File: src/verilog/tmpc_pkg.sv
// Package: register map, field positions, reset values and carriers of the timer block
package tmpc_pkg;

  // ----------------------------------------------------------------
  // Register byte offsets (one aligned 32-bit word each)
  // ----------------------------------------------------------------
  localparam logic [7:0] OFF_CTRLA    = 8'h00;
  localparam logic [7:0] OFF_CTRL_CLR = 8'h04;
  localparam logic [7:0] OFF_CTRL_SET = 8'h08;
  localparam logic [7:0] OFF_CTRLC    = 8'h0C;
  localparam logic [7:0] OFF_EVCTRL   = 8'h10;
  localparam logic [7:0] OFF_IEN_CLR  = 8'h14;
  localparam logic [7:0] OFF_IEN_SET  = 8'h18;
  localparam logic [7:0] OFF_IFLAG    = 8'h1C;
  localparam logic [7:0] OFF_STATUS   = 8'h20;
  localparam logic [7:0] OFF_COUNT    = 8'h24;
  localparam logic [7:0] OFF_PERIOD   = 8'h28;
  localparam logic [7:0] OFF_CCV0     = 8'h2C;
  localparam logic [7:0] OFF_CCV1     = 8'h30;

  // ----------------------------------------------------------------
  // Field positions
  // ----------------------------------------------------------------
  localparam int CTRLA_EN      = 0;
  localparam int CTRLA_WAVE_LO = 1;
  localparam int CTRLB_DIR     = 0;
  localparam int CTRLB_SINGLE  = 2;
  localparam int CTRLB_CMD_LO  = 6;
  localparam int EV_ACT_LO     = 0;
  localparam int EV_INV        = 4;
  localparam int EV_IN_EN      = 5;
  localparam int IF_OVF        = 0;
  localparam int IF_ERR        = 1;
  localparam int IF_SYNC       = 3;
  localparam int IF_MC0        = 4;
  localparam int STAT_STOP     = 3;

  // Commands and event actions
  localparam logic [1:0] CMD_RETRIG  = 2'h1;
  localparam logic [1:0] CMD_STOP    = 2'h2;
  localparam logic [2:0] ACT_RETRIG  = 3'h1;
  localparam logic [2:0] ACT_COUNT   = 3'h2;
  localparam logic [2:0] ACT_START   = 3'h3;
  localparam logic [2:0] ACT_PPW     = 3'h4;
  localparam logic [2:0] ACT_PWP     = 3'h5;

  // Reset values
  localparam logic [7:0] RST_PERIOD = 8'hFF;
  localparam logic [7:0] RST_ZERO8  = 8'h00;

  typedef enum logic [1:0] {
    normal_frequency_mode = 2'h0,
    match_frequency_mode  = 2'h1,
    normal_pwm_mode       = 2'h2,
    match_pwm_mode        = 2'h3
  } tmpc_wave_e;

  // DMA request group
  typedef struct packed {
    logic       ovf;
    logic [1:0] chan;
  } tmpc_dma_s;

endpackage

File: src/verilog/tmpc_top.sv
// Timer block: match PWM, TOP selection, capture, single run, DMA and interrupt flags
//
// Added by the designer: the APB slave port and the address map.
`timescale 1ns/1ps
// What this block does
// - Match PWM drives output 1 from channel 1, low pulse on output 0 at wrap.
// - TOP is period value in normal modes, compare value 0 in match modes.
// - Updates at TOP or zero; overflow flag at TOP up, zero down.
// - TOP rewritten near zero counting down may reload old TOP once.
// - Counting up, count and TOP compared continuously; lower new TOP wraps immediately.
// - Retrigger, count and start actions come only from the event input.
// - Capture while channel flag set drops timestamp and sets error flag.
// - Pulse-then-period stores period in value 1; period-then-pulse swaps.
// - Period capture uses both edges, restarts on rising (falling if inverted).
// - Single run stops at next wrap, sets stopped bit, zeroes outputs.
// - Set register enables single run, clear register disables it.
// - Retrigger command, retrigger or start event restarts and clears stopped.
// - Overflow DMA request pulses one clock on each wrap.
// - Channel DMA pulses on match; capture request holds until value read.
// - Two channel DMA lines plus overflow request.
// - DMA-written values act on the next clock; passed values give no match.
// - Compare value written beyond count may match again before wrap.
// - Flags overflow, match, error, sync ready; enable set/clear registers.
// - Interrupt asserted while any enabled flag is set.
// - One shared interrupt line; software reads the flag register.
// - Retrigger reloads or clears while running, resumes when stopped.
// - Match sets channel flag on the next clock edge.
module tmpc_top #(
  parameter int W = 8
) (
  input  wire logic                 pclk,
  input  wire logic                 presetn,
  input  wire logic                 psel,
  input  wire logic                 penable,
  input  wire logic                 pwrite,
  input  wire logic [7:0]           paddr,
  input  wire logic [31:0]          pwdata,
  output logic      [31:0]          prdata,
  output logic                      pready,
  output logic                      pslverr,
  input  wire logic                 event_in,
  output logic      [1:0]           waveform_output,
  output tmpc_pkg::tmpc_dma_s       dma_req,
  output logic                      ovf_event,
  output logic      [1:0]           mc_event,
  output logic                      irq
);

  // ----------------------------------------------------------------
  // Registers
  // ----------------------------------------------------------------
  logic [2:0]   ctrla_r;
  logic [2:0]   ctrlb_r;
  logic [1:0]   capture_channel_enable_r;
  logic [5:0]   evctrl_r;
  logic [4:0]   ien_r;
  logic [5:0]   iflag_r;
  logic [5:0]   iflag_nxt;
  logic         stop_r;
  logic [W-1:0] count_r;
  logic [W-1:0] count_nxt;
  logic [W-1:0] period_r;
  logic [W-1:0] cc_r [2];
  logic [1:0]   cap_valid_r;
  logic [1:0]   wo_r;
  logic         ev_s1_r;
  logic         ev_s2_r;
  logic         ev_d_r;
  logic         sync_pend_r;

  // ----------------------------------------------------------------
  // Interrupt source packing: flag bit 2 has no source behind it
  // ----------------------------------------------------------------
  function automatic logic [4:0] pack_src(input logic [5:0] v);
    pack_src = {v[5:3], v[1:0]};
  endfunction

  function automatic logic [5:0] unpack_src(input logic [4:0] v);
    unpack_src = {v[4:2], 1'b0, v[1:0]};
  endfunction

  // ----------------------------------------------------------------
  // Bus decode
  // ----------------------------------------------------------------
  // Writes and read side effects act once, at the edge that completes the access
  wire        acc       = psel & penable & pready;
  wire        wr        = acc & pwrite;
  wire        rd        = acc & ~pwrite;
  wire        mapped    = (paddr[1:0] == 2'h0) && (paddr <= tmpc_pkg::OFF_CCV1);
  wire        wr_ctrla  = wr && paddr == tmpc_pkg::OFF_CTRLA;
  wire        wr_bclr   = wr && paddr == tmpc_pkg::OFF_CTRL_CLR;
  wire        wr_bset   = wr && paddr == tmpc_pkg::OFF_CTRL_SET;
  wire        wr_ctrlc  = wr && paddr == tmpc_pkg::OFF_CTRLC;
  wire        wr_ev     = wr && paddr == tmpc_pkg::OFF_EVCTRL;
  wire        wr_iclr   = wr && paddr == tmpc_pkg::OFF_IEN_CLR;
  wire        wr_iset   = wr && paddr == tmpc_pkg::OFF_IEN_SET;
  wire        wr_flag   = wr && paddr == tmpc_pkg::OFF_IFLAG;
  wire        wr_count  = wr && paddr == tmpc_pkg::OFF_COUNT;
  wire        wr_period = wr && paddr == tmpc_pkg::OFF_PERIOD;
  wire [1:0]  wr_cc     = {wr && paddr == tmpc_pkg::OFF_CCV1, wr && paddr == tmpc_pkg::OFF_CCV0};
  wire [1:0]  rd_cc     = {rd && paddr == tmpc_pkg::OFF_CCV1, rd && paddr == tmpc_pkg::OFF_CCV0};
  wire [1:0]  cmd_w     = pwdata[tmpc_pkg::CTRLB_CMD_LO +: 2];

  // ----------------------------------------------------------------
  // Control fields
  // ----------------------------------------------------------------
  wire                  enabled  = ctrla_r[tmpc_pkg::CTRLA_EN];
  tmpc_pkg::tmpc_wave_e wave;
  assign wave = tmpc_pkg::tmpc_wave_e'(ctrla_r[tmpc_pkg::CTRLA_WAVE_LO +: 2]);
  wire                  dir_down = ctrlb_r[tmpc_pkg::CTRLB_DIR];
  wire                  single   = ctrlb_r[tmpc_pkg::CTRLB_SINGLE];
  wire [2:0]            act      = evctrl_r[tmpc_pkg::EV_ACT_LO +: 3];
  wire                  ev_en    = evctrl_r[tmpc_pkg::EV_IN_EN];
  wire                  ev_inv   = evctrl_r[tmpc_pkg::EV_INV];
  wire                  match_md = (wave == tmpc_pkg::match_frequency_mode) ||
                                   (wave == tmpc_pkg::match_pwm_mode);
  wire [W-1:0]          top      = match_md ? cc_r[0] : period_r;

  // ----------------------------------------------------------------
  // Event input: synchronised, then edge detected
  // ----------------------------------------------------------------
  wire lvl      = ev_s2_r ^ ev_inv;
  wire ev_rise  = ev_en & lvl & ~ev_d_r;
  wire ev_fall  = ev_en & ~lvl & ev_d_r;
  // Edges show two clocks after the pin, through the two sync flops; the edge flop only holds the last level
  wire ev_ret   = ev_rise && act == tmpc_pkg::ACT_RETRIG;
  wire ev_start = ev_rise && act == tmpc_pkg::ACT_START;
  wire ev_cnt   = ev_rise && act == tmpc_pkg::ACT_COUNT;
  wire ppw_md   = act == tmpc_pkg::ACT_PPW || act == tmpc_pkg::ACT_PWP;

  // ----------------------------------------------------------------
  // Counting
  // ----------------------------------------------------------------
  wire sw_ret  = wr_bset && cmd_w == tmpc_pkg::CMD_RETRIG;
  wire sw_stop = wr_bset && cmd_w == tmpc_pkg::CMD_STOP;
  wire restart = sw_ret | ev_ret | (ev_start & stop_r);
  wire running = enabled & ~stop_r;
  wire tick    = running & (act == tmpc_pkg::ACT_COUNT ? ev_cnt : 1'b1);
  // Unsigned >= catches a TOP written below the count, so it wraps at once
  wire at_end  = dir_down ? (count_r == '0) : (count_r >= top);
  wire wrap    = tick & at_end;
  // Period capture restarts the count on the restart edge, before anything but a bus write to the count
  wire ppw_rst = ppw_md & running & ev_rise;

  always_comb
  begin
    count_nxt = count_r;
    if (ppw_rst)
      count_nxt = '0;
    else if (running && (sw_ret || ev_ret))
      count_nxt = dir_down ? top : '0;
    else if (wrap)
      count_nxt = dir_down ? top : '0;
    else if (tick)
      count_nxt = dir_down ? count_r - W'(1) : count_r + W'(1);
    // A bus write to the count beats count, clear and reload
    if (wr_count)
      count_nxt = pwdata[W-1:0];
  end

  // ----------------------------------------------------------------
  // Compare and capture per channel
  // ----------------------------------------------------------------
  logic [1:0] match;
  logic [1:0] cap_ev;
  logic [1:0] cap_ok;
  genvar g;
  generate
    for (g = 0; g < 2; g++)
    begin : g_ch
      // Period lands in value 1 for pulse-then-period, swapped otherwise
      wire per_here = (act == tmpc_pkg::ACT_PWP) ? (g == 1) : (g == 0);
      // A channel set to capture never compares
      assign match[g]  = running & tick & ~capture_channel_enable_r[g] & (count_r == cc_r[g]);
      assign cap_ev[g] = capture_channel_enable_r[g] & running &
                         (ppw_md ? (per_here ? ev_rise : ev_fall)
                                 : ev_rise);
      assign cap_ok[g] = cap_ev[g] & ~iflag_r[tmpc_pkg::IF_MC0+g];
      always_ff @(posedge pclk or negedge presetn)
      begin
        if (!presetn)
          cc_r[g] <= tmpc_pkg::RST_ZERO8[W-1:0];
        else if (cap_ok[g])
          cc_r[g] <= count_r;
        else if (wr_cc[g])
          cc_r[g] <= pwdata[W-1:0];
      end
      always_ff @(posedge pclk or negedge presetn)
      begin
        if (!presetn)
          cap_valid_r[g] <= 1'b0;
        else if (cap_ok[g])
          cap_valid_r[g] <= 1'b1;
        else if (rd_cc[g])
          cap_valid_r[g] <= 1'b0;
      end
    end
  endgenerate

  // ----------------------------------------------------------------
  // Flags: hardware set wins over a software clear
  // ----------------------------------------------------------------
  wire [5:0] set_v = {match | cap_ok, sync_pend_r, 1'b0, |(cap_ev & ~cap_ok), wrap};
  wire [5:0] clr_v = wr_flag ? pwdata[5:0] : 6'h00;
  assign iflag_nxt = (iflag_r & ~clr_v) | set_v;

  // ----------------------------------------------------------------
  // Waveforms
  // ----------------------------------------------------------------
  logic [1:0] wo_nxt;
  always_comb
  begin
    wo_nxt = wo_r;
    case (wave)
      tmpc_pkg::match_pwm_mode:
      begin
        wo_nxt[0] = ~wrap;
        if (match[1] | wrap)
          wo_nxt[1] = ~wo_r[1];
      end
      tmpc_pkg::match_frequency_mode:
      begin
        if (wrap)
          wo_nxt[0] = ~wo_r[0];
        if (match[1])
          wo_nxt[1] = ~wo_r[1];
      end
      tmpc_pkg::normal_pwm_mode:
      begin
        for (int i = 0; i < 2; i++)
          if (wrap)
            wo_nxt[i] = ~dir_down;
          else if (match[i])
            wo_nxt[i] = dir_down;
      end
      default:
      begin
        for (int i = 0; i < 2; i++)
          if (match[i])
            wo_nxt[i] = ~wo_r[i];
      end
    endcase
    if (stop_r | (wrap & single) | sw_stop)
      wo_nxt = 2'b00;
  end

  // ----------------------------------------------------------------
  // Sequential state
  // ----------------------------------------------------------------
  always_ff @(posedge pclk or negedge presetn)
  begin
    if (!presetn)
    begin
      ev_s1_r <= 1'b0;
      ev_s2_r <= 1'b0;
      ev_d_r  <= 1'b0;
    end
    else
    begin
      ev_s1_r <= event_in;
      ev_s2_r <= ev_s1_r;
      ev_d_r  <= lvl;
    end
  end

  always_ff @(posedge pclk or negedge presetn)
  begin
    if (!presetn)
    begin
      ctrla_r  <= '0;
      ctrlb_r  <= '0;
      capture_channel_enable_r  <= '0;
      evctrl_r <= '0;
      ien_r    <= '0;
      period_r <= tmpc_pkg::RST_PERIOD[W-1:0];
    end
    else
    begin
      if (wr_ctrla)
        ctrla_r <= pwdata[2:0];
      if (wr_bset)
        ctrlb_r <= ctrlb_r | pwdata[2:0];
      else if (wr_bclr)
        ctrlb_r <= ctrlb_r & ~pwdata[2:0];
      if (wr_ctrlc)
        capture_channel_enable_r <= pwdata[5:4];
      if (wr_ev)
        evctrl_r <= pwdata[5:0];
      if (wr_iset)
        ien_r <= ien_r | pack_src(pwdata[5:0]);
      else if (wr_iclr)
        ien_r <= ien_r & ~pack_src(pwdata[5:0]);
      if (wr_period)
        period_r <= pwdata[W-1:0];
    end
  end

  always_ff @(posedge pclk or negedge presetn)
  begin
    if (!presetn)
    begin
      count_r     <= tmpc_pkg::RST_ZERO8[W-1:0];
      iflag_r     <= '0;
      stop_r      <= 1'b0;
      sync_pend_r <= 1'b0;
      wo_r        <= 2'b00;
    end
    else
    begin
      count_r     <= count_nxt;
      iflag_r     <= iflag_nxt;
      // One sync ready pulse per accepted write
      sync_pend_r <= wr & ~sync_pend_r;
      wo_r        <= wo_nxt;
      // Restart beats a stop in the same cycle, so no retrigger is lost
      if (restart)
        stop_r <= 1'b0;
      else if ((wrap & single) | sw_stop)
        stop_r <= 1'b1;
    end
  end

  // ----------------------------------------------------------------
  // Outputs, all registered
  // ----------------------------------------------------------------
  wire [31:0] rmux =
    paddr == tmpc_pkg::OFF_CTRLA    ? {29'h0, ctrla_r} :
    paddr == tmpc_pkg::OFF_CTRL_SET ? {29'h0, ctrlb_r} :
    paddr == tmpc_pkg::OFF_CTRL_CLR ? {29'h0, ctrlb_r} :
    paddr == tmpc_pkg::OFF_CTRLC    ? {26'h0, capture_channel_enable_r, 4'h0} :
    paddr == tmpc_pkg::OFF_EVCTRL   ? {26'h0, evctrl_r} :
    paddr == tmpc_pkg::OFF_IEN_SET  ? {26'h0, unpack_src(ien_r)} :
    paddr == tmpc_pkg::OFF_IEN_CLR  ? {26'h0, unpack_src(ien_r)} :
    paddr == tmpc_pkg::OFF_IFLAG    ? {26'h0, iflag_r} :
    paddr == tmpc_pkg::OFF_STATUS   ? {28'h0, stop_r, 3'h0} :
    paddr == tmpc_pkg::OFF_COUNT    ? 32'(count_r) :
    paddr == tmpc_pkg::OFF_PERIOD   ? 32'(period_r) :
    paddr == tmpc_pkg::OFF_CCV0     ? 32'(cc_r[0]) :
    paddr == tmpc_pkg::OFF_CCV1     ? 32'(cc_r[1]) : 32'h0;

  always_ff @(posedge pclk or negedge presetn)
  begin
    if (!presetn)
    begin
      prdata          <= 32'h0;
      pready          <= 1'b0;
      pslverr         <= 1'b0;
      waveform_output <= 2'b00;
      dma_req         <= '0;
      ovf_event       <= 1'b0;
      mc_event        <= 2'b00;
      irq             <= 1'b0;
    end
    else
    begin
      // One wait state: pready rises in the second access cycle
      pready          <= psel & penable & ~pready;
      pslverr         <= psel & penable & ~pready & ~mapped;
      prdata          <= (psel & ~pwrite) ? rmux : 32'h0;
      waveform_output <= wo_nxt;
      dma_req.ovf     <= wrap;
      // Capture channels hold until read, compare channels pulse
      dma_req.chan    <= (cap_valid_r & ~rd_cc) | cap_ok | match;
      ovf_event       <= wrap;
      mc_event        <= match | cap_ok;
      irq             <= |(pack_src(iflag_nxt) & ien_r);
    end
  end

endmodule // tmpc_top

File: config.mk
export PLATFORM = sky130hd
export DESIGN_NAME = tmpc_top
export DESIGN_NICKNAME = d
export VERILOG_FILES = /design/src/verilog/tmpc_pkg.sv /design/src/verilog/tmpc_top.sv
export SDC_FILE = /design/constraint.sdc
export NUM_CORES = 1
export LEC_CHECK = 0
export ABC_AREA = 0
export BUFFER_PORTS_ARGS = -buffer_cell sky130_fd_sc_hd__buf_4
export CAP_MARGIN = 10
export CORE_MARGIN = 3
export CORE_UTILIZATION = 57
export CTS_CLUSTER_DIAMETER = 150
export DETAILED_ROUTE_END_ITERATION = 6
export GPL_TIMING_DRIVEN = 0
export PLACE_DENSITY_LB_ADDON = 0.08
export SYNTH_ARGS = -nofsm -noshare
export SYNTH_HDL_FRONTEND = slang
export SYNTH_SLANG_ARGS = --single-unit
export TNS_END_PERCENT = 50
File: constraint.sdc
create_clock -name pclk -period 3.7 [get_ports pclk]
set_input_delay 0.37 -clock pclk [delete_from_list [all_inputs] [get_ports pclk]]
set_output_delay 0.37 -clock pclk [all_outputs]
set_load 0.01 [all_outputs]
==> results of run 1 <==
[critical path: cells and delay by family (launching register included)]
| family | cells | cell delay, ps |
|---|---|---|
| AO/OA/AOI/OAI | 5 | 1080 |
| buffers and inverters | 2 | 600 |
| adder cells (fa/ha/maj) | 1 | 320 |
| multiplexers | 1 | 400 |
| AND/OR/NAND/NOR | 1 | 350 |
| flip-flops | 1 | 610 |
[cells by family after synthesis]
family,share of synthesized area [%]
and+or+nand+nor,17.7
AOI/OAI and AO/OA,17.2
DFF,38.0
buffers and inverters,7.38
muxes,12.1
xor gates and xnor gates,4.03
adders and majority gates,3.60
other,0.0691
[Yosys cell counts, types with 6 or more instances]
master	number	share of area [%]
sky130_fd_sc_hd__dfstp_2	8	3.9
sky130_fd_sc_hd__nor2b_1	9	1.0
sky130_fd_sc_hd__clkbuf_1	24	1.7
sky130_fd_sc_hd__buf_4	26	3.6
sky130_fd_sc_hd__nor4_1	6	0.69
sky130_fd_sc_hd__dfrtp_1	74	34
sky130_fd_sc_hd__inv_1	14	0.97
sky130_fd_sc_hd__o31ai_1	6	0.83
sky130_fd_sc_hd__nand2b_1	6	0.69
sky130_fd_sc_hd__mux2_2	29	6.0
sky130_fd_sc_hd__nand2_1	38	2.6
sky130_fd_sc_hd__xor2_1	21	3.4
sky130_fd_sc_hd__a22oi_1	12	1.7
sky130_fd_sc_hd__ha_1	14	3.2
sky130_fd_sc_hd__nor2_1	54	3.7
sky130_fd_sc_hd__a21oi_1	35	3.2
sky130_fd_sc_hd__o21ai_0	18	1.7
sky130_fd_sc_hd__nor3_1	11	1.0
sky130_fd_sc_hd__nand3_1	12	1.1
sky130_fd_sc_hd__buf_2	8	0.74
sky130_fd_sc_hd__mux2i_1	33	6.1
[metrics by stage]
step	instances	util, %	cell area [sq um]	power [mW]
6_report	766	68.1	6120	1.73
4_1_cts	767	68.2	6120	1.74
2_1_floorplan	591	-	5520	1.04
3_3_place_gp	751	66.0	5930	1.11
3_5_place_dp	751	66.0	5930	1.11
5_1_grt	766	68.1	6120	1.78
[worst paths after layout]
path | startpoint | to | slack (ps) | cells after the start
max in group asynchronous | presetn | count_r[2] | 2840 | 1
worst max-delay path | ctrla_r[1] | count_r[6] | 240 | 10
worst min-delay path | event_in | ev_s1_r | 100 | 1
worst min register to register | ev_s1_r | ev_s2_r | 350 | 0
worst max register to register | ctrla_r[1] | count_r[6] | 240 | 10
min in group asynchronous | presetn | dma_req[0] | 150 | 1
[power by group]
group	internal [mW]	leakage [nW]	switching [mW]
logic	0.0674	1.57	0.115
clock network	0.270	0.0912	0.366
registers	0.907	0.984	0.00800
[layer usage]
metal  track usage [%]  routed length, microns
met1              40.7                    6600
met2              45.2                    7190
met3              5.60                    1380
met4              9.97                     382
met5                 0                       0
[placed cells by master, fill, tap and decap left out, types with 5 or more instances in the layout]
cell type	instances
sky130_fd_sc_hd__a21oi_1	34
sky130_fd_sc_hd__a22oi_1	12
sky130_fd_sc_hd__a31oi_1	5
sky130_fd_sc_hd__a32oi_1	5
sky130_fd_sc_hd__and3_1	5
sky130_fd_sc_hd__buf_2	8
sky130_fd_sc_hd__buf_4	60
sky130_fd_sc_hd__clkbuf_1	22
sky130_fd_sc_hd__clkbuf_8	10
sky130_fd_sc_hd__conb_1	24
sky130_fd_sc_hd__dfrtp_1	74
sky130_fd_sc_hd__dfstp_2	8
sky130_fd_sc_hd__ha_1	14
sky130_fd_sc_hd__inv_1	14
sky130_fd_sc_hd__mux2_2	29
sky130_fd_sc_hd__mux2i_1	33
sky130_fd_sc_hd__nand2_1	38
sky130_fd_sc_hd__nand2b_1	6
sky130_fd_sc_hd__nand3_1	12
sky130_fd_sc_hd__nor2_1	54
sky130_fd_sc_hd__nor2b_1	9
sky130_fd_sc_hd__nor3_1	11
sky130_fd_sc_hd__nor4_1	6
sky130_fd_sc_hd__o21ai_0	18
sky130_fd_sc_hd__o31ai_1	6
sky130_fd_sc_hd__xor2_1	21
[sequential cells by signal, indices dropped and copies added (netlist names), 3 cells and up, named ones only]
signal	flops
cc_r	16
count_r	8
period_r	8
prdata	8
evctrl_r	6
iflag_r	6
ctrla_r	3
[layout make-up]
cell class	instances	area, sq um	area share, %
inverters	14	52.6	0.859
plain buffers	59	345	5.65
flip-flops and latches	82	2060	33.7
well taps	126	158	2.58
multi-input cells	435	3060	50.0
clock inverters	6	48.8	0.798
clock buffers	10	138	2.25
repair buffers	34	255	4.17
==> results, run 1 <==
- The maximum fanout count along the critical path is 10.
- The CTS tree is yes.
- The most frequently used flop master after synthesis is sky130_fd_sc_hd__dfrtp_1.
- The global placement routability congestion is roughly 0.96.
- The worst setup path is captured at a flop.
- Setup repair after global routing left no endpoint under its margin.
- The first TritonRoute pass finished after 6 iterations.
- The die covers roughly 11000 sq um.
- During synthesis, Yosys emitted a total of 0 warnings.
- The worst clock skew is ~12 ps.
- Cells with a size suffix above 1 make up between 20% and 30% of the layout.
- The run finished with clean final reports.
- The clock network latency to the later pin of the worst-skew pair is between 300 and 400 ps.
- In the final routed layout, each cell accounts on average for 20.3 microns.
- The antenna diode instance count is 0.
- In this run the mean area of a mapped cell was ~9.6 sq um.
- For this run, the post-layout net count is slightly below 700.
- The filler cells instantiated in the layout total about 760.
- The setup-violating endpoint count in the final report is 0.
- The post-synthesis register bit count is about 80.
- The total detailed-routing wirelength is roughly 16000 microns.
- The smallest hold slack is between 100 and 150 ps.
- The worst-case IR drop observed on VDD is approximately 0.17 mV.
- The setup TNS is 0 ps.
- Sequential elements use a little under two fifths of the synthesized area.
- Once detail routing completed, the nets flagged for antenna violations numbered 0.
- The pin slew with the least headroom to its limit is 1080 ps.
- Once routing completed, OpenROAD measured the worst setup slack at ~240 ps.
- Using the TritonRoute via totals, the vias-per-cell ratio works out to about 6.2.
- After synthesis, the share of flip-flops with an asynchronous set or reset is 100%.
- The synthesized design contains 0 enable-type register cells.
- The maximum clock frequency is 289 MHz.
- The worst setup slack after placement is -195 ps.
- The detailed router finished its first iteration with 546 violations.
- In this run the tightest slew margin relative to its limit is a little over a quarter.
- The post-synthesis cell type count is 75.
- The power density relative to cell area is between 200 and 300 nW/um^2.
- The area of the placeable core is ~9000 sq um.
- The number of port buffers is 34.
- The type of element launching the critical path is a flop.
- The kind of critical path is flop to flop.
- Walking the worst path, the cells encountered are clkbuf_2, mux2i_1, ha_1, a211oi_1, o21ai_0, a21oi_2, o21bai_1, buf_4, or3_1, a32oi_1.
- The max-capacitance violation count is 0.
- The static leakage is 2.64 nW.
- The final critical path time including I/O delays and setup is around 3500 ps.
- Gates resized during post-CTS repair numbered 2.
- The floorplan die width is around 100 microns.
- The routed layout has around 4800 vias.
- The height of the die is a little over 100 microns.
- In this run the clock root is driven by a sky130_fd_sc_hd__clkbuf_8.
- The row count is 34.
- The total number of clock tree sinks is slightly above 80.
- CTS built an H-tree with a depth of 3.
- The initial antenna violation count is 0.
- The total count of max-transition violations in the final report is 0.
- The synthesized netlist occupies a cell area of 5430 sq um.
- The relative area change from synthesis to final layout is 12.7%.
- Global routing finished with a remaining overflow of 0.
- After detailed routing, the number of remaining DRC violations is 0.
- Post-CTS timing repair inserted 0 buffers for setup.
- The clock transition time at the flip-flop clock pins of the worst setup and hold paths is approximately 90 ps.
- The class of the worst hold path is primary input to flop.
- The cell with the biggest individual delay on the critical path is sky130_fd_sc_hd__dfrtp_1.
- The required arrival time at the worst endpoint is 3990 ps.
- The peak per-stage delay on the critical path is slightly above 600 ps.
- The data arrival time of the critical path is roughly 3700 ps.
- The final hold violation count is 0.
- The number of global-route vias before repair is 4476.
- The number of buffers on the longest clock path is 2.
- The initial core utilization is between 60% and 70%.
- The count of boundary I/O pins is around 90.
- The detailed placer's ending HPWL is about 11000 microns.
- The first global-routing pass estimated 24600 microns of wire.
- The total clock buffers created by CTS is 9.
- For this run, the total global-route usage over all layers was measured as between 20% and 30%.
- The number of hold buffers added after cts is 0.
- Entering global routing, the biggest net connects 83 pins.
- In the finished design, the share of the clock period the worst path needs comes to about 93%.
- Counting every instance in the synthesized netlist gives roughly 570.
Power figures use the tool's default switching activity.
==> run 2: changes to the inputs <==
--- a/config.mk
+++ b/config.mk
@@ -13,7 +13,7 @@
 export CTS_CLUSTER_DIAMETER = 150
 export DETAILED_ROUTE_END_ITERATION = 6
 export GPL_TIMING_DRIVEN = 0
-export PLACE_DENSITY_LB_ADDON = 0.08
+export PLACE_DENSITY = 0.79
 export SYNTH_ARGS = -nofsm -noshare
 export SYNTH_HDL_FRONTEND = slang
 export SYNTH_SLANG_ARGS = --single-unit
==> run 2 against run 1 <==
Against the previous run: setup slack improved by 59 ps; routed wire length up 1.6%; die area is the same; non-clock buffer count unchanged; fmax increased by 1.7%; final cell count stayed put; global-route usage grew 0.23 points; largest power group unchanged; critical path depth unchanged; clock power up 20%; sequential share of layout area fell by 0.23 points; critical endpoint unchanged; final area increased by 0.70%; largest cell class unchanged.
==> results, run 2 (synthesis gave the netlist of run 1 again) <==
- The initial core utilization is 60.5% (unchanged).
- The number of global-route vias before repair is 4600 (+2.8%).
- The total clock buffers created by CTS is 9 (unchanged).
- The fraction of power consumed by sequential logic is 49.0% (-3.8 points).
- The type of element launching the critical path is a flop.
- The count of boundary I/O pins is 89 (unchanged).
- The worst clock skew is 12.3 ps (+0.0532 ps).
- The first-pass detailed-route iteration total is 5 (-1).
- The total congestion overflow is 0 (unchanged).
- The switching power as a share of total power is 26.8% (-1.4 points).
- The total power after layout was 1.87 mW (+7.7%).
- The total buffers and inverters traversed by the critical path is 2 (unchanged).
- The total count of max-transition violations in the final report is 0 (unchanged).
- In this run the most critical hold path is launched from event_in.
- The number of fill cells is 710 (-6.2%).
- The final critical path time including I/O delays and setup is 3400 ps (-58.8 ps).
- The part of the power in combinational logic is 10.0% (-0.5 points).
- The mean routed wirelength per cell came to 20.6 microns (+1.6%).
- The kind of cell with the highest combined delay along the critical path is compound AO/OA/AOI/OAI gates.
- The worst max-slew margin expressed relative to the limit is 25.7% (-1.8 points).
- The static leakage is 2.66 nW (+0.82%).
- The setup-violating endpoint count in the final report came to 0 (unchanged).
- The ratio of final minimum period to clock period is 91.9% (-1.6 points).
- The launch point of the critical path is ctrla_r[1].
- The critical path is of the flop to flop type.
- The global-route wire length before repair was 25000 microns (+1.8%).
- The clock transition time at the flip-flop clock pins of the worst setup and hold paths is 100 ps (about the same).
- The clock network fraction of total power is 41.0% (+4.3 points).
- The number of hold buffers added after cts is 0 (unchanged).
- The relative area change from synthesis to final layout is 13.4%.
- More flip-flops sit in one register than any other, and that register is cc_r.
- The number of buffers on the longest clock path was 2 (unchanged).
- The count of nets after finishing is 696 (unchanged).
- Setup repair after global routing left no endpoint under its margin.
- In the layout the commonest cells are sky130_fd_sc_hd__dfrtp_1, sky130_fd_sc_hd__buf_4, sky130_fd_sc_hd__nor2_1.
- The total number of clock tree sinks is 82 (unchanged).
- The final hold violation count came to 0 (unchanged).
- The worst setup slack after placement was -105 ps (+89.9 ps).
- The total detailed-routing wirelength was 15800 microns (+1.6%).
- The multi-input logic area was 3060 sq um (unchanged).
- The pin slew with the least headroom to its limit is 1110 ps (+26.7 ps).
- The endpoint identified for the worst register-to-register timing path is count_r[6].
- The switching component of the power came to 0.500 mW (+2.4%).
- The run finished with clean final reports.
- The worst setup path is captured at a flop.
- The CTS tree is yes.
- The detailed placer's ending HPWL is 11600 microns (+1.3%).
- The pin count of the biggest net entering global routing is 83 (unchanged).
- The antenna diode instance count is 0 (unchanged).
- The post-CTS repair timing setup buffer count was 0 (unchanged).
- The initial antenna violation count was 0 (unchanged).
- The maximum vdd ir drop is 0.190 mV (+12%).
- The maximum level of the CTS H-tree is 3 (unchanged).
- The data arrival time of the critical path was 3660 ps (-80 ps).
- The most common library cell in the layout ignoring fill and taps is sky130_fd_sc_hd__dfrtp_1.
- The violation count after the first detailed-routing iteration is 440 (-19%).
- The number of antenna-violating nets in the routed design is 0 (unchanged).
- The cell internal power dissipation came to 1.37 mW (+9.8%).
- The number of gates on the worst path with buffers counted is 10 (unchanged).
- The standard cell area after detailed placement is 5930 sq um (unchanged).
- The register-to-register path setup slack is 300 ps (+60 ps).
- Walking the worst path, the cells encountered are clkbuf_2, mux2i_1, ha_1, a211oi_1, o21ai_0, a21oi_2, o21bai_1, buf_4, or3_1, a32oi_1.
- The area enclosed by the die boundary came to 10700 sq um (unchanged).
- The row count came to 34 (unchanged).
- The share of post-route cells with drive strength above 1 is 22.5% (unchanged).
- The maximum clock frequency is 294 MHz (+1.7%).
- The floorplan die width is 104 microns (unchanged).
- The final cell area excluding filler cells is 6160 sq um (+0.70%).
- The clock network latency to the later pin of the worst-skew pair is 360 ps (about the same).
- The height of the die is 104 microns (unchanged).
- The total number of vias is 4836 (+1.4%).
- The cell count of the worst reg-to-reg path is 10 (unchanged).
- The peak per-stage delay on the critical path is 600 ps (about the same).
- The maximum fanout count along the critical path came to 10 (unchanged).
- The number of flip-flops under the largest register name came to 16 (unchanged).
- The global placement routability congestion is 0.975 (+1.5%).
- The slowest stage of the critical path is the sky130_fd_sc_hd__dfrtp_1 cell.
- The smallest hold slack is 106 ps (+5.21 ps).
- The aggregate global-route resource usage was 29.2% (+0.23 points).
- The max-capacitance violation count was 0 (unchanged).
- The final critical-path setup slack is 301 ps (+58.8 ps).
- The power density relative to cell area is 303 nW/um^2 (+7.0%).
- The number of remaining DRC errors came to 0 (unchanged).
- The clock tree root buffer cell is sky130_fd_sc_hd__clkbuf_8.
- The via density per instance is 6.31 (+1.4%).
- The final cell count without fillers is 766 (unchanged).
- The class of the worst hold path is primary input to flop.
- The required arrival time at the worst endpoint came to 3960 ps (-30 ps).
- The area of the placeable core is 8980 sq um (unchanged).
- The number of placed instances, taps included is 751 (unchanged).
- The area used by sequential logic in the layout is 2060 sq um (unchanged).
- The number of port buffers came to 34 (unchanged).
- The end point of the critical path is count_r[6].
- In this run the critical register-to-register path is launched from ctrla_r[1].
-- run 2: changes by cell type in the layout (fill, tap and decap cells not counted), sizes merged --
cell,delta
clkinvlp,-1
inv,+1
clkbuf,-1
clkinv,-1
bufinv,+2
-- run 2: metrics by stage --
step                setup TNS [ps]  util [%]
floorplan                        0         -
global route                     0      68.6
finish                           0      68.6
global placement              -119      66.0
CTS                              0      68.6
detailed placement            -105      66.0
-- run 2: worst min-delay path by stage --
| stage | to | slack (ps) | depth (start not counted) |
|---|---|---|---|
| 6_report | ev_s1_r | 110 | 1 |
| 5_1_grt | ev_s1_r | 100 | 1 |
| 4_1_cts | ev_s1_r | 100 | 1 |
| 3_5_place_dp | ev_s2_r | 360 | 0 |
| 3_3_place_gp | ev_s2_r | 330 | 0 |
| 2_1_floorplan | async pin | 70 | 0 |
-- run 2: area by class of cell --
class                   instances  share of cell area (%)
plain buffers                  59                    5.61
clock buffers                   9                    2.01
clock inverters                 7                    1.71
inverters                      14                   0.853
multi-input cells             435                    49.6
flip-flops and latches         82                    33.5
well taps                     126                    2.56
repair buffers                 34                    4.14
-- run 2: routing by layer --
| layer | part of all wire (%) | GRT usage (%) | wire [microns] | vias to the layer above |
|---|---|---|---|---|
| met3 | 10 | 6.22 | 1580 | 42 |
| met1 | 43 | 41.4 | 6730 | 2349 |
| li1 | - | - | - | 2163 |
| met2 | 45 | 44.1 | 7070 | 282 |
| met5 | 0 | 0 | 0 | - |
| met4 | 2.7 | 11.3 | 420 | 0 |
-- run 2: what timing repair did --
| item | CTS | global route |
|---|---|---|
| endpoints found under the setup margin | 3 | 2 |
| gates cloned | 0 | 0 |
| gates resized for setup | 1 | 2 |
| hold endpoints to repair | 0 | 0 |
-- run 2: power groups by stage --
stage | logic, mW | registers [mW] | clock network, mW
global placement | 0.178 | 0.932 | 0
floorplan | 0.109 | 0.931 | 0
CTS | 0.182 | 0.914 | 0.771
global route | 0.202 | 0.916 | 0.801
detailed placement | 0.181 | 0.932 | 0
finish | 0.186 | 0.915 | 0.766
